## config.mk

```make
export PLATFORM = sky130hd
export DESIGN_NAME = pwmsd_top
export DESIGN_NICKNAME = d
export VERILOG_FILES = /design/src/verilog/pwmsd_pkg.sv /design/src/verilog/pwmsd_top.sv
export VERILOG_INCLUDE_DIRS = /design/src /design/src/verilog
export SDC_FILE = /design/constraint.sdc
export NUM_CORES = 1
export LEC_CHECK = 0
export BUFFER_PORTS_ARGS = -buffer_cell sky130_fd_sc_hd__clkbuf_2
export CORE_MARGIN = 5
export CORE_UTILIZATION = 55
export CTS_BUF_LIST = sky130_fd_sc_hd__clkbuf_2 sky130_fd_sc_hd__clkbuf_4 sky130_fd_sc_hd__clkbuf_8
export DETAILED_ROUTE_END_ITERATION = 12
export GPL_TIMING_DRIVEN = 0
export PLACE_DENSITY = 0.74
export SLEW_MARGIN = 30
export SYNTH_ARGS = -nofsm -noshare
export SYNTH_HDL_FRONTEND = slang
export SYNTH_SLANG_ARGS = --single-unit
```

## constraint.sdc

```tcl
create_clock -name clock -period 10.4 [get_ports clock]
set_input_delay 1.56 -clock clock [delete_from_list [all_inputs] [get_ports clock]]
set_output_delay 1.56 -clock clock [all_outputs]
set_load 0.005 [all_outputs]
```

## src/verilog/pwmsd_regs.svh

```systemverilog
// Register indices, field positions and reset values of the PWM clocking and shutdown block.
// Byte address of a register is four times its index.
`ifndef PWMSD_REGS_SVH
`define PWMSD_REGS_SVH
`define PWMSD_IDX_ENABLE    8'h00
`define PWMSD_IDX_POLARITY  8'h01
`define PWMSD_IDX_CLKSEL    8'h02
`define PWMSD_IDX_PRESCALE  8'h03
`define PWMSD_IDX_CONTROL   8'h04
`define PWMSD_IDX_SCALE_A   8'h08
`define PWMSD_IDX_SCALE_B   8'h09
`define PWMSD_IDX_SHUTDOWN  8'h0e
`define PWMSD_IDX_CNT_BASE  8'h20
`define PWMSD_IDX_PER_BASE  8'h28
`define PWMSD_IDX_DTY_BASE  8'h30
`define PWMSD_SD_FLAG       7
`define PWMSD_SD_IE         6
`define PWMSD_SD_RESTART    5
`define PWMSD_SD_LEVEL      4
`define PWMSD_SD_PIN        2
`define PWMSD_SD_ACTLVL     1
`define PWMSD_SD_ENA        0
`define PWMSD_CTL_FREEZE    0
`define PWMSD_CTL_IDLESTOP  1
`define PWMSD_PRE_A_LSB     0
`define PWMSD_PRE_B_LSB     4
`define PWMSD_PER_RESET     8'hff
`endif

```

## src/verilog/pwmsd_pkg.sv

```systemverilog
// Types shared by the PWM clocking and shutdown block.
// Assumes nothing of its surroundings.
package pwmsd_pkg;
    typedef logic [7:0] pwmsd_byte_t;
    typedef logic [5:0] pwmsd_chmask_t;
endpackage

```

## src/verilog/pwmsd_top.sv

```systemverilog
// Six-channel 8-bit PWM: prescaler, scaled clocks, channel timers, emergency shutdown.
// Assumes an AHB-Lite master on the bus clock; all inputs are synchronous except ch5_pin_in.
// Functional notes
// - Shutdown input change sets flag; write-one clears.
// - Interrupt request while flag and enable set.
// - Restart only when input deasserted; reads zero.
// - Clearing shutdown enable with input deasserted resumes after counter zero.
// - Active shutdown forces enabled outputs to level, except channel 5, which is then an undriven input.
// - Status bit shows channel 5 pin.
// - Active level bit selects shutdown polarity.
// - Shutdown enable makes pin input, arms feature.
// - Two prescaled clocks, ratios 1 to 128.
// - Freeze control stops prescaler in freeze.
// - Prescaler may stop when all channels disabled.
// - Scale down counter pulses at one, halved.
// - Scale zero counts as 256.
// - Scale write reloads its down counter.
// - Clock select picks prescaled or scaled clock.
// - Per-channel counter, period and duty registers.
// - Enable acts at once, waveform next clock.
// - Clock gate changes on edges; disabled holds.
// - Polarity sets starting level of each cycle.
// - Re-enabled counter continues from held value.
`include "pwmsd_regs.svh"
`timescale 1ns/1ps
`default_nettype none
module pwmsd_top
    import pwmsd_pkg::*;
(
    input  wire logic        clock,
    input  wire logic        rst,
    input  wire logic        hsel,
    input  wire logic [31:0] haddr,
    input  wire logic [1:0]  htrans,
    input  wire logic        hwrite,
    input  wire logic [2:0]  hsize,
    input  wire logic [31:0] hwdata,
    input  wire logic        hready,
    output logic      [31:0] hrdata,
    output logic             hreadyout,
    output logic             hresp,
    input  wire logic        freeze,
    input  wire logic        ch5_pin_in,
    output logic      [5:0]  pwm_out,
    output logic      [5:0]  pwm_oe,
    output logic             irq
);
    pwmsd_chmask_t channel_enable_ff, polarity_ff, channel_clock_select_ff;
    pwmsd_byte_t   prescale_ff, control_ff, scale_a_value_ff, scale_b_value_ff;
    logic          shutdown_change_flag_ff, shutdown_irq_enable_ff, shutdown_forced_level_ff;
    logic          ch5_active_level_ff, emergency_shutdown_enable_ff;
    pwmsd_byte_t   cnt_ff [6];
    pwmsd_byte_t   per_ff [6];
    pwmsd_byte_t   dty_ff [6];
    logic          wr_ff;
    pwmsd_byte_t   widx_ff;
    logic [31:0]   hrdata_ff;
    logic          hreadyout_ff;

    // Bus slave: no wait states, answer always OKAY
    wire  logic        addr_ok = hsel && htrans[1] && hready;
    wire  pwmsd_byte_t aidx    = haddr[9:2];
    wire  logic        wr      = wr_ff;
    wire  pwmsd_byte_t wd      = hwdata[7:0];

    always_ff @(posedge clock or posedge rst) begin
        if (rst) begin
            wr_ff        <= 1'b0;
            widx_ff      <= 8'h00;
            hreadyout_ff <= 1'b0;
        end else begin
            wr_ff        <= addr_ok && hwrite && haddr[31:10] == 22'h000000;
            widx_ff      <= aidx;
            hreadyout_ff <= 1'b1;
        end
    end
    assign hreadyout = hreadyout_ff;
    assign hresp     = 1'b0;

    // Shutdown pin synchroniser; only the second stage is looked at
    logic pin_s1_ff, pin_s2_ff, sd_act_prev_ff;
    always_ff @(posedge clock or posedge rst) begin
        if (rst) begin
            pin_s1_ff <= 1'b0;
            pin_s2_ff <= 1'b0;
        end else begin
            pin_s1_ff <= ch5_pin_in;
            pin_s2_ff <= pin_s1_ff;
        end
    end
    wire logic sd_active = emergency_shutdown_enable_ff && (pin_s2_ff == ch5_active_level_ff);
    wire logic sd_change = emergency_shutdown_enable_ff && (sd_active != sd_act_prev_ff);
    wire logic sd_wr     = wr && widx_ff == `PWMSD_IDX_SHUTDOWN;

    always_ff @(posedge clock or posedge rst) begin
        if (rst) begin
            sd_act_prev_ff          <= 1'b0;
            shutdown_change_flag_ff <= 1'b0;
        end else begin
            sd_act_prev_ff <= sd_active;
            // New change wins over a simultaneous write-one clear
            if (sd_change)
                shutdown_change_flag_ff <= 1'b1;
            else if (sd_wr && wd[`PWMSD_SD_FLAG])
                shutdown_change_flag_ff <= 1'b0;
        end
    end

    // Release pending: channels stay forced until their counter next wraps or is written
    logic          rel_ff;
    pwmsd_chmask_t force_ff;
    pwmsd_chmask_t wrap;
    wire  logic    restart_req = sd_wr && wd[`PWMSD_SD_RESTART] && !sd_active;
    wire  logic    ena_drop    = sd_wr && !wd[`PWMSD_SD_ENA] && emergency_shutdown_enable_ff;
    always_ff @(posedge clock or posedge rst) begin
        if (rst)
            rel_ff <= 1'b0;
        else if (sd_active)
            rel_ff <= 1'b0;
        else if (restart_req || ena_drop)
            rel_ff <= 1'b1;
        else if (force_ff == 6'h00)
            rel_ff <= 1'b0;
    end

    // Control registers
    always_ff @(posedge clock or posedge rst) begin
        if (rst) begin
            channel_enable_ff            <= 6'h00;
            polarity_ff                  <= 6'h00;
            channel_clock_select_ff      <= 6'h00;
            prescale_ff                  <= 8'h00;
            control_ff                   <= 8'h00;
            scale_a_value_ff             <= 8'h00;
            scale_b_value_ff             <= 8'h00;
            shutdown_irq_enable_ff       <= 1'b0;
            shutdown_forced_level_ff     <= 1'b0;
            ch5_active_level_ff          <= 1'b0;
            emergency_shutdown_enable_ff <= 1'b0;
        end else if (wr) begin
            case (widx_ff)
                `PWMSD_IDX_ENABLE:   channel_enable_ff <= wd[5:0];
                `PWMSD_IDX_POLARITY: polarity_ff <= wd[5:0];
                `PWMSD_IDX_CLKSEL:   channel_clock_select_ff <= wd[5:0];
                `PWMSD_IDX_PRESCALE: prescale_ff <= wd & 8'h77;
                `PWMSD_IDX_CONTROL:  control_ff <= wd & 8'h03;
                `PWMSD_IDX_SCALE_A:  scale_a_value_ff <= wd;
                `PWMSD_IDX_SCALE_B:  scale_b_value_ff <= wd;
                `PWMSD_IDX_SHUTDOWN: begin
                    shutdown_irq_enable_ff       <= wd[`PWMSD_SD_IE];
                    shutdown_forced_level_ff     <= wd[`PWMSD_SD_LEVEL];
                    ch5_active_level_ff          <= wd[`PWMSD_SD_ACTLVL];
                    emergency_shutdown_enable_ff <= wd[`PWMSD_SD_ENA];
                end
                default: ;
            endcase
        end
    end

    always_ff @(posedge clock or posedge rst) begin
        if (rst)
            irq <= 1'b0;
        else
            irq <= shutdown_change_flag_ff && shutdown_irq_enable_ff && emergency_shutdown_enable_ff;
    end

    // Prescaler
    logic [6:0] presc_ff;
    wire  logic presc_run = !(control_ff[`PWMSD_CTL_FREEZE] && freeze) &&
                            !(control_ff[`PWMSD_CTL_IDLESTOP] && channel_enable_ff == 6'h00);
    always_ff @(posedge clock or posedge rst) begin
        if (rst)
            presc_ff <= 7'h00;
        else if (presc_run)
            presc_ff <= presc_ff + 7'h01;
    end
    wire logic [6:0] mask_a = 7'((8'h01 << prescale_ff[`PWMSD_PRE_A_LSB +: 3]) - 8'h01);
    wire logic [6:0] mask_b = 7'((8'h01 << prescale_ff[`PWMSD_PRE_B_LSB +: 3]) - 8'h01);
    wire logic       tick_a = presc_run && ((presc_ff & mask_a) == mask_a);
    wire logic       tick_b = presc_run && ((presc_ff & mask_b) == mask_b);

    // Scaled clocks: down counter then divide by two
    pwmsd_byte_t sca_ff, scb_ff;
    logic        tga_ff, tgb_ff;
    wire  logic  pulse_a = tick_a && sca_ff == 8'h01;
    wire  logic  pulse_b = tick_b && scb_ff == 8'h01;
    always_ff @(posedge clock or posedge rst) begin
        if (rst) begin
            sca_ff <= 8'h00;
            tga_ff <= 1'b0;
        end else begin
            if (wr && widx_ff == `PWMSD_IDX_SCALE_A)
                sca_ff <= wd;
            else if (pulse_a)
                sca_ff <= scale_a_value_ff;
            else if (tick_a)
                sca_ff <= sca_ff - 8'h01;
            if (pulse_a)
                tga_ff <= !tga_ff;
        end
    end
    always_ff @(posedge clock or posedge rst) begin
        if (rst) begin
            scb_ff <= 8'h00;
            tgb_ff <= 1'b0;
        end else begin
            if (wr && widx_ff == `PWMSD_IDX_SCALE_B)
                scb_ff <= wd;
            else if (pulse_b)
                scb_ff <= scale_b_value_ff;
            else if (tick_b)
                scb_ff <= scb_ff - 8'h01;
            if (pulse_b)
                tgb_ff <= !tgb_ff;
        end
    end
    wire logic tick_sa = pulse_a && tga_ff;
    wire logic tick_sb = pulse_b && tgb_ff;

    // Channel timers, left aligned
    pwmsd_chmask_t gate_ff, dm_ff;
    genvar i;
    generate
        for (i = 0; i < 6; i++) begin : g_ch
            localparam bit USE_B = (i == 2) || (i == 3);
            wire logic src  = channel_clock_select_ff[i] ? (USE_B ? tick_sb : tick_sa)
                                                         : (USE_B ? tick_b : tick_a);
            // Enable also qualifies the step, so the closing tick of the gate never counts
            wire logic step = src && gate_ff[i] && channel_enable_ff[i];
            wire logic cwr  = wr && widx_ff == `PWMSD_IDX_CNT_BASE + 8'(i);
            wire pwmsd_byte_t nxt_cnt = wrap[i] ? 8'h00 : cnt_ff[i] + 8'h01;
            assign wrap[i] = cnt_ff[i] + 8'h01 >= per_ff[i];
            always_ff @(posedge clock or posedge rst) begin
                if (rst) begin
                    gate_ff[i]  <= 1'b0;
                    cnt_ff[i]   <= 8'h00;
                    dm_ff[i]    <= 1'b0;
                    per_ff[i]   <= `PWMSD_PER_RESET;
                    dty_ff[i]   <= 8'h00;
                    force_ff[i] <= 1'b0;
                end else begin
                    // Gate only changes on a source edge; avoids a runt first count
                    if (src)
                        gate_ff[i] <= channel_enable_ff[i];
                    if (cwr) begin
                        cnt_ff[i] <= 8'h00;
                        dm_ff[i]  <= dty_ff[i] == 8'h00;
                    end else if (step) begin
                        cnt_ff[i] <= nxt_cnt;
                        dm_ff[i]  <= (nxt_cnt == dty_ff[i]) || (!wrap[i] && dm_ff[i]);
                    end
                    if (wr && widx_ff == `PWMSD_IDX_PER_BASE + 8'(i))
                        per_ff[i] <= wd;
                    if (wr && widx_ff == `PWMSD_IDX_DTY_BASE + 8'(i))
                        dty_ff[i] <= wd;
                    if (sd_active)
                        force_ff[i] <= 1'b1;
                    else if (rel_ff && (cwr || (step && wrap[i])))
                        force_ff[i] <= 1'b0;
                end
            end
            always_ff @(posedge clock or posedge rst) begin
                if (rst) begin
                    pwm_out[i] <= 1'b0;
                    pwm_oe[i]  <= 1'b0;
                end else if (i == 5 && emergency_shutdown_enable_ff) begin
                    pwm_out[i] <= 1'b0;
                    pwm_oe[i]  <= 1'b0;
                end else if (channel_enable_ff[i]) begin
                    pwm_out[i] <= (sd_active || force_ff[i]) ? shutdown_forced_level_ff
                                : polarity_ff[i] ^ dm_ff[i];
                    pwm_oe[i]  <= 1'b1;
                end else begin
                    pwm_out[i] <= 1'b0;
                    pwm_oe[i]  <= 1'b0;
                end
            end
        end
    endgenerate

    // Read data registered in the address phase
    pwmsd_byte_t rd;
    always_comb begin
        rd = 8'h00;
        case (aidx)
            `PWMSD_IDX_ENABLE:   rd = {2'b00, channel_enable_ff};
            `PWMSD_IDX_POLARITY: rd = {2'b00, polarity_ff};
            `PWMSD_IDX_CLKSEL:   rd = {2'b00, channel_clock_select_ff};
            `PWMSD_IDX_PRESCALE: rd = prescale_ff;
            `PWMSD_IDX_CONTROL:  rd = control_ff;
            `PWMSD_IDX_SCALE_A:  rd = scale_a_value_ff;
            `PWMSD_IDX_SCALE_B:  rd = scale_b_value_ff;
            `PWMSD_IDX_SHUTDOWN: rd = {shutdown_change_flag_ff, shutdown_irq_enable_ff, 1'b0,
                                       shutdown_forced_level_ff, 1'b0, pin_s2_ff,
                                       ch5_active_level_ff, emergency_shutdown_enable_ff};
            default: begin
                if (aidx >= `PWMSD_IDX_CNT_BASE && aidx < `PWMSD_IDX_CNT_BASE + 8'h06)
                    rd = cnt_ff[3'(aidx - `PWMSD_IDX_CNT_BASE)];
                else if (aidx >= `PWMSD_IDX_PER_BASE && aidx < `PWMSD_IDX_PER_BASE + 8'h06)
                    rd = per_ff[3'(aidx - `PWMSD_IDX_PER_BASE)];
                else if (aidx >= `PWMSD_IDX_DTY_BASE && aidx < `PWMSD_IDX_DTY_BASE + 8'h06)
                    rd = dty_ff[3'(aidx - `PWMSD_IDX_DTY_BASE)];
            end
        endcase
    end
    always_ff @(posedge clock or posedge rst) begin
        if (rst)
            hrdata_ff <= 32'h00000000;
        else if (addr_ok && !hwrite)
            hrdata_ff <= (haddr[31:10] == 22'h000000) ? {24'h000000, rd} : 32'h00000000;
    end
    assign hrdata = hrdata_ff;
endmodule
`default_nettype wire

```

==> out/qor.csv <==
stage,metric,value,unit
timing,rsz0062_at_grt,false,
die,total_i_o_pin_count,123,
cts,cts-resized-gates,0,
global_routing,grt_pass1_wl,82300,um
timing,holdWs,0.347,ns
timing,min_period_over_period,40.8,%
layout,synthToLayoutAreaGrowth,12.7,%
yosys,synth_largest_area_cell,sky130_fd_sc_hd__dfrtp_1,
placed_design,port_buffers,63,
run_status,outcome,finished clean,
global_routing,grt-ovfl-total,0,
drt,wl_met2,24600,um
drt,post_drt_via_cell_ratio,6.32,
global_routing,via_count_of_the_first_global_routing_pass,14100,
setup_path,timing.critical_path.slowest_stage_cell,sky130_fd_sc_hd__clkbuf_1,
yosys,synth_enable_flop_cells,0,
drt,route.detailed.drc,0,
layout,leading_registers_by_flop_count,"cnt_ff (48), dty_ff (48), per_ff (48)",
setup_path,worst_case_reg_to_reg_path_depth,11,
timing,setup-violations-final,0,
worst_hold_path,source_of_the_worst_hold_timing_path,pin_s1_ff$_DFF_PP0_,
yosys,ys_seq_area_share,41.0,%
drt,avgRoutedWirePerCell,23.3,um
drt,dr.pass1.iters,5,
drt,first_iter_violations,1455,
drt,routed-wl-met3,4590,um
cts,cts_buffers,48,
pwr,powerDensity,170,nW/um^2
drt,drt_wl_total,53800,um
timing,tightest_slew,1.05,ns
die,floorplan.initialDensity,55.7,%
drt,antenna_violating_nets_remaining,0,
layout,fillers,2507,
placed_design,gp_congestion,1.01,
setup_path,reg2reg_slack,6.89,ns
yosys,synth-simple-area-share,17.3,%
yosys,synthCells,1744,
timing,timing.slew.headroom,30.1,%
cts,hold_buffers,0,
yosys,post_synth_xor_area_fraction,3.93,%
die,fp.dieArea,33700,sq um
worst_hold_path,min_to,pin_s2_ff$_DFF_PP0_,
setup_path,critical_path_arrival,4.69,ns
placed_design,final_hpwl_from_detailed_placement,40300,um
cts,tritoncts,done,
yosys,yosysWarningCount,0,
yosys,synth_adder_area_share,4.53,%
setup_path,timing.critical_path.to_type,flop,
die,die_x,184,um
pwr,ir_worst_vdd,129,uV
yosys,synth_compound_area_share,14.8,%
layout,final_net_count,2020,
global_routing,grt_antenna_before_repair,0,
layout,antenna_cells_inserted,0,
yosys,synth_top_flop_cell,sky130_fd_sc_hd__dfrtp_1,
setup_path,crit-reg2reg-capture,cnt_ff[21]$_DFFE_PP0P_,
yosys,netlist-cell-type-count,80,
yosys,synth_mux_area_share,13.2,%
yosys,fraction_of_registers_with_async_set_or_reset_after_synthesis,100,%
yosys,synth.area.top_cells,"sky130_fd_sc_hd__dfrtp_1 (33%), sky130_fd_sc_hd__dfstp_2 (7.6%), sky130_fd_sc_hd__mux2_2 (7.5%), sky130_fd_sc_hd__ha_1 (4.5%), sky130_fd_sc_hd__nand2_1 (4.4%)",
setup_path,cp.required,10.86,ns
timing,max_freq,236,MHz
placed_design,dpl.cell_count,2224,
yosys,synth_largest_type_area_fraction,33.4,%
global_routing,grt_util_all_layers,31.4,%
cts,cts.htree.levels,2,
timing,finalClockSkew,0.0300,ns
yosys,synth_top_family_by_area,simple AND/OR/NAND/NOR gates,
worst_hold_path,min_delay_path_depth,0,
drt,drt-met1-wl,21700,um
cts,cts_setup_buffers,0,
yosys,synth.ff_latch_count,269,
drt,detailroute.via_count,14600,
setup_path,criticalPathCategory,input port to flop,
timing,max_slew_violation_total_from_the_final_report,0,
cts,cts_buffer_depth,3,
setup_path,origin_of_the_critical_flop_to_flop_path,cnt_ff[16]$_DFFE_PP0P_,
worst_hold_path,hold_path_class,flop to flop,
yosys,netlist_area,16600,sq um
cts,root_buffer,sky130_fd_sc_hd__clkbuf_8,
job,maxCapViolations,0,
setup_path,critical_path.max_stage_delay,0.61,ns
timing,final-hold-violation-count,0,
setup_path,worstPathMaxFanout,10,
die,floorplan.die.height,184,um
die,core-area,29700,sq um
drt,top_layer_used,met4,
setup_path,timing.critical_path.mode_cell,sky130_fd_sc_hd__clkbuf_1,
yosys,synthesis.area_per_instance,9.50,sq um
cts,clk_pin_slew,0.06,ns
layout,post_route_cells_drive_above_1_share,21.3,%
cts,cts_num_sinks,269,
global_routing,maximum_number_of_pins_on_one_net_before_global_route_repair,91,
pwr,p_leak,8.36,nW
die,placement_rows,63,
yosys,synthTopCellsByCount,"sky130_fd_sc_hd__dfrtp_1 (221), sky130_fd_sc_hd__nand2_1 (194), sky130_fd_sc_hd__nor2_1 (143)",
layout,finalNonFillerCells,2313,
timing,final_critical_period,4.24,ns
setup_path,setup.worst_path.start_class,input port,
cts,clk-insertion-delay-late,0.58,ns
yosys,synthMostInstantiatedCell,sky130_fd_sc_hd__dfrtp_1,
setup_path,critical_path.cell_chain,"clkbuf_2, clkbuf_1, clkbuf_1, clkbuf_1, mux4_2, nand2_1, nand4_1, a32o_1",
[layout make-up]
| cell class | instances | area (sq um) | share of cell area, % |
|---|---|---|---|
| plain buffers | 111 | 531 | 2.84 |
| clock buffers | 79 | 968 | 5.19 |
| clock inverters | 10 | 106 | 0.570 |
| inverters | 82 | 315 | 1.69 |
| multi-input cells | 1306 | 9080 | 48.6 |
| flip-flops and latches | 269 | 6790 | 36.4 |
| well taps | 390 | 488 | 2.61 |
| repair buffers | 66 | 398 | 2.13 |
[cells in the final DEF, fill, tap and decap left out, types with 61 or more instances in the layout]
| master | netlist | routed |
|---|---|---|
| sky130_fd_sc_hd__o21ai_0 | 115 | 115 |
| sky130_fd_sc_hd__clkbuf_1 | 69 | 69 |
| sky130_fd_sc_hd__dfrtp_1 | 221 | 221 |
| sky130_fd_sc_hd__inv_1 | 82 | 81 |
| sky130_fd_sc_hd__nor2_1 | 143 | 143 |
| sky130_fd_sc_hd__nand3_1 | 61 | 61 |
| sky130_fd_sc_hd__mux2_2 | 111 | 111 |
| sky130_fd_sc_hd__a21oi_1 | 106 | 105 |
| sky130_fd_sc_hd__clkbuf_2 | 0 | 63 |
| sky130_fd_sc_hd__nand2_1 | 194 | 194 |
[layer usage]
layer / track usage (%) / vias up
li1: - / 6539
met1: 42.8 / 7141
met2: 50.3 / 778
met3: 4.61 / 167
met4: 13.9 / 0
met5: 0 / -
[through the flow]
| step | area [sq um] | power (W) | TNS [ns] | worst slack [ns] | util, % |
|---|---|---|---|---|---|
| 2_1_floorplan | 16700 | 0.00184 | 0 | 1.51 | - |
| 3_5_place_dp | 17600 | 0.00207 | 0 | 5.78 | 59.1 |
| 6_report | 18700 | 0.00318 | 0 | 6.16 | 62.8 |
| 4_1_cts | 18600 | 0.00317 | 0 | 6.38 | 62.7 |
| 5_1_grt | 18700 | 0.00334 | 0 | 6.17 | 62.8 |
| 3_3_place_gp | 17500 | 0.00204 | -301.04 | -1.39 | 58.8 |
[critical path: cells and delay by family]
family	cells	cell delay [ns]
compound gates	1	0.35
buf+inv	4	1.98
mux	1	0.45
simple gates	2	0.32
[worst max-delay path by stage]
stage	start	end	slack, ns	cells past startpoint
after global routing	haddr[3]	hrdata[5]$_DFFE_PP0P_	6.17	8
final	haddr[3]	hrdata[5]$_DFFE_PP0P_	6.16	8
after detailed placement	haddr[3]	hrdata[5]$_DFFE_PP0P_	5.78	8
after global placement	rst	cnt_ff[20]$_DFFE_PP0P_	-1.39	2
after CTS	haddr[3]	hrdata[5]$_DFFE_PP0P_	6.38	8
after floorplan	rst	ch5_active_level_ff$_DFFE_PP0P_	1.51	1
[report_power, final]
group / total, W / internal (W) / switching, W
sequential: 0.00132 / 0.00116 / 0.000161
clock: 0.00110 / 0.000639 / 0.000463
combinational: 0.000759 / 0.000325 / 0.000434
total: 0.00318 / 0.00212 / 0.00106
[kinds of logic (layout without fill, tap and decap cells)]
group                    Yosys count  in the layout
adder cells (fa/ha/maj)           60             60
multiplexers                     169            169
AND/OR/NAND/NOR                  595            595
buffers and inverters            193            348
other                              2             26
XOR/XNOR                          71             71
AO/OA/AOI/OAI                    385            385
flip-flops                       269            269
No activity file was read; power rests on OpenSTA's default activity.
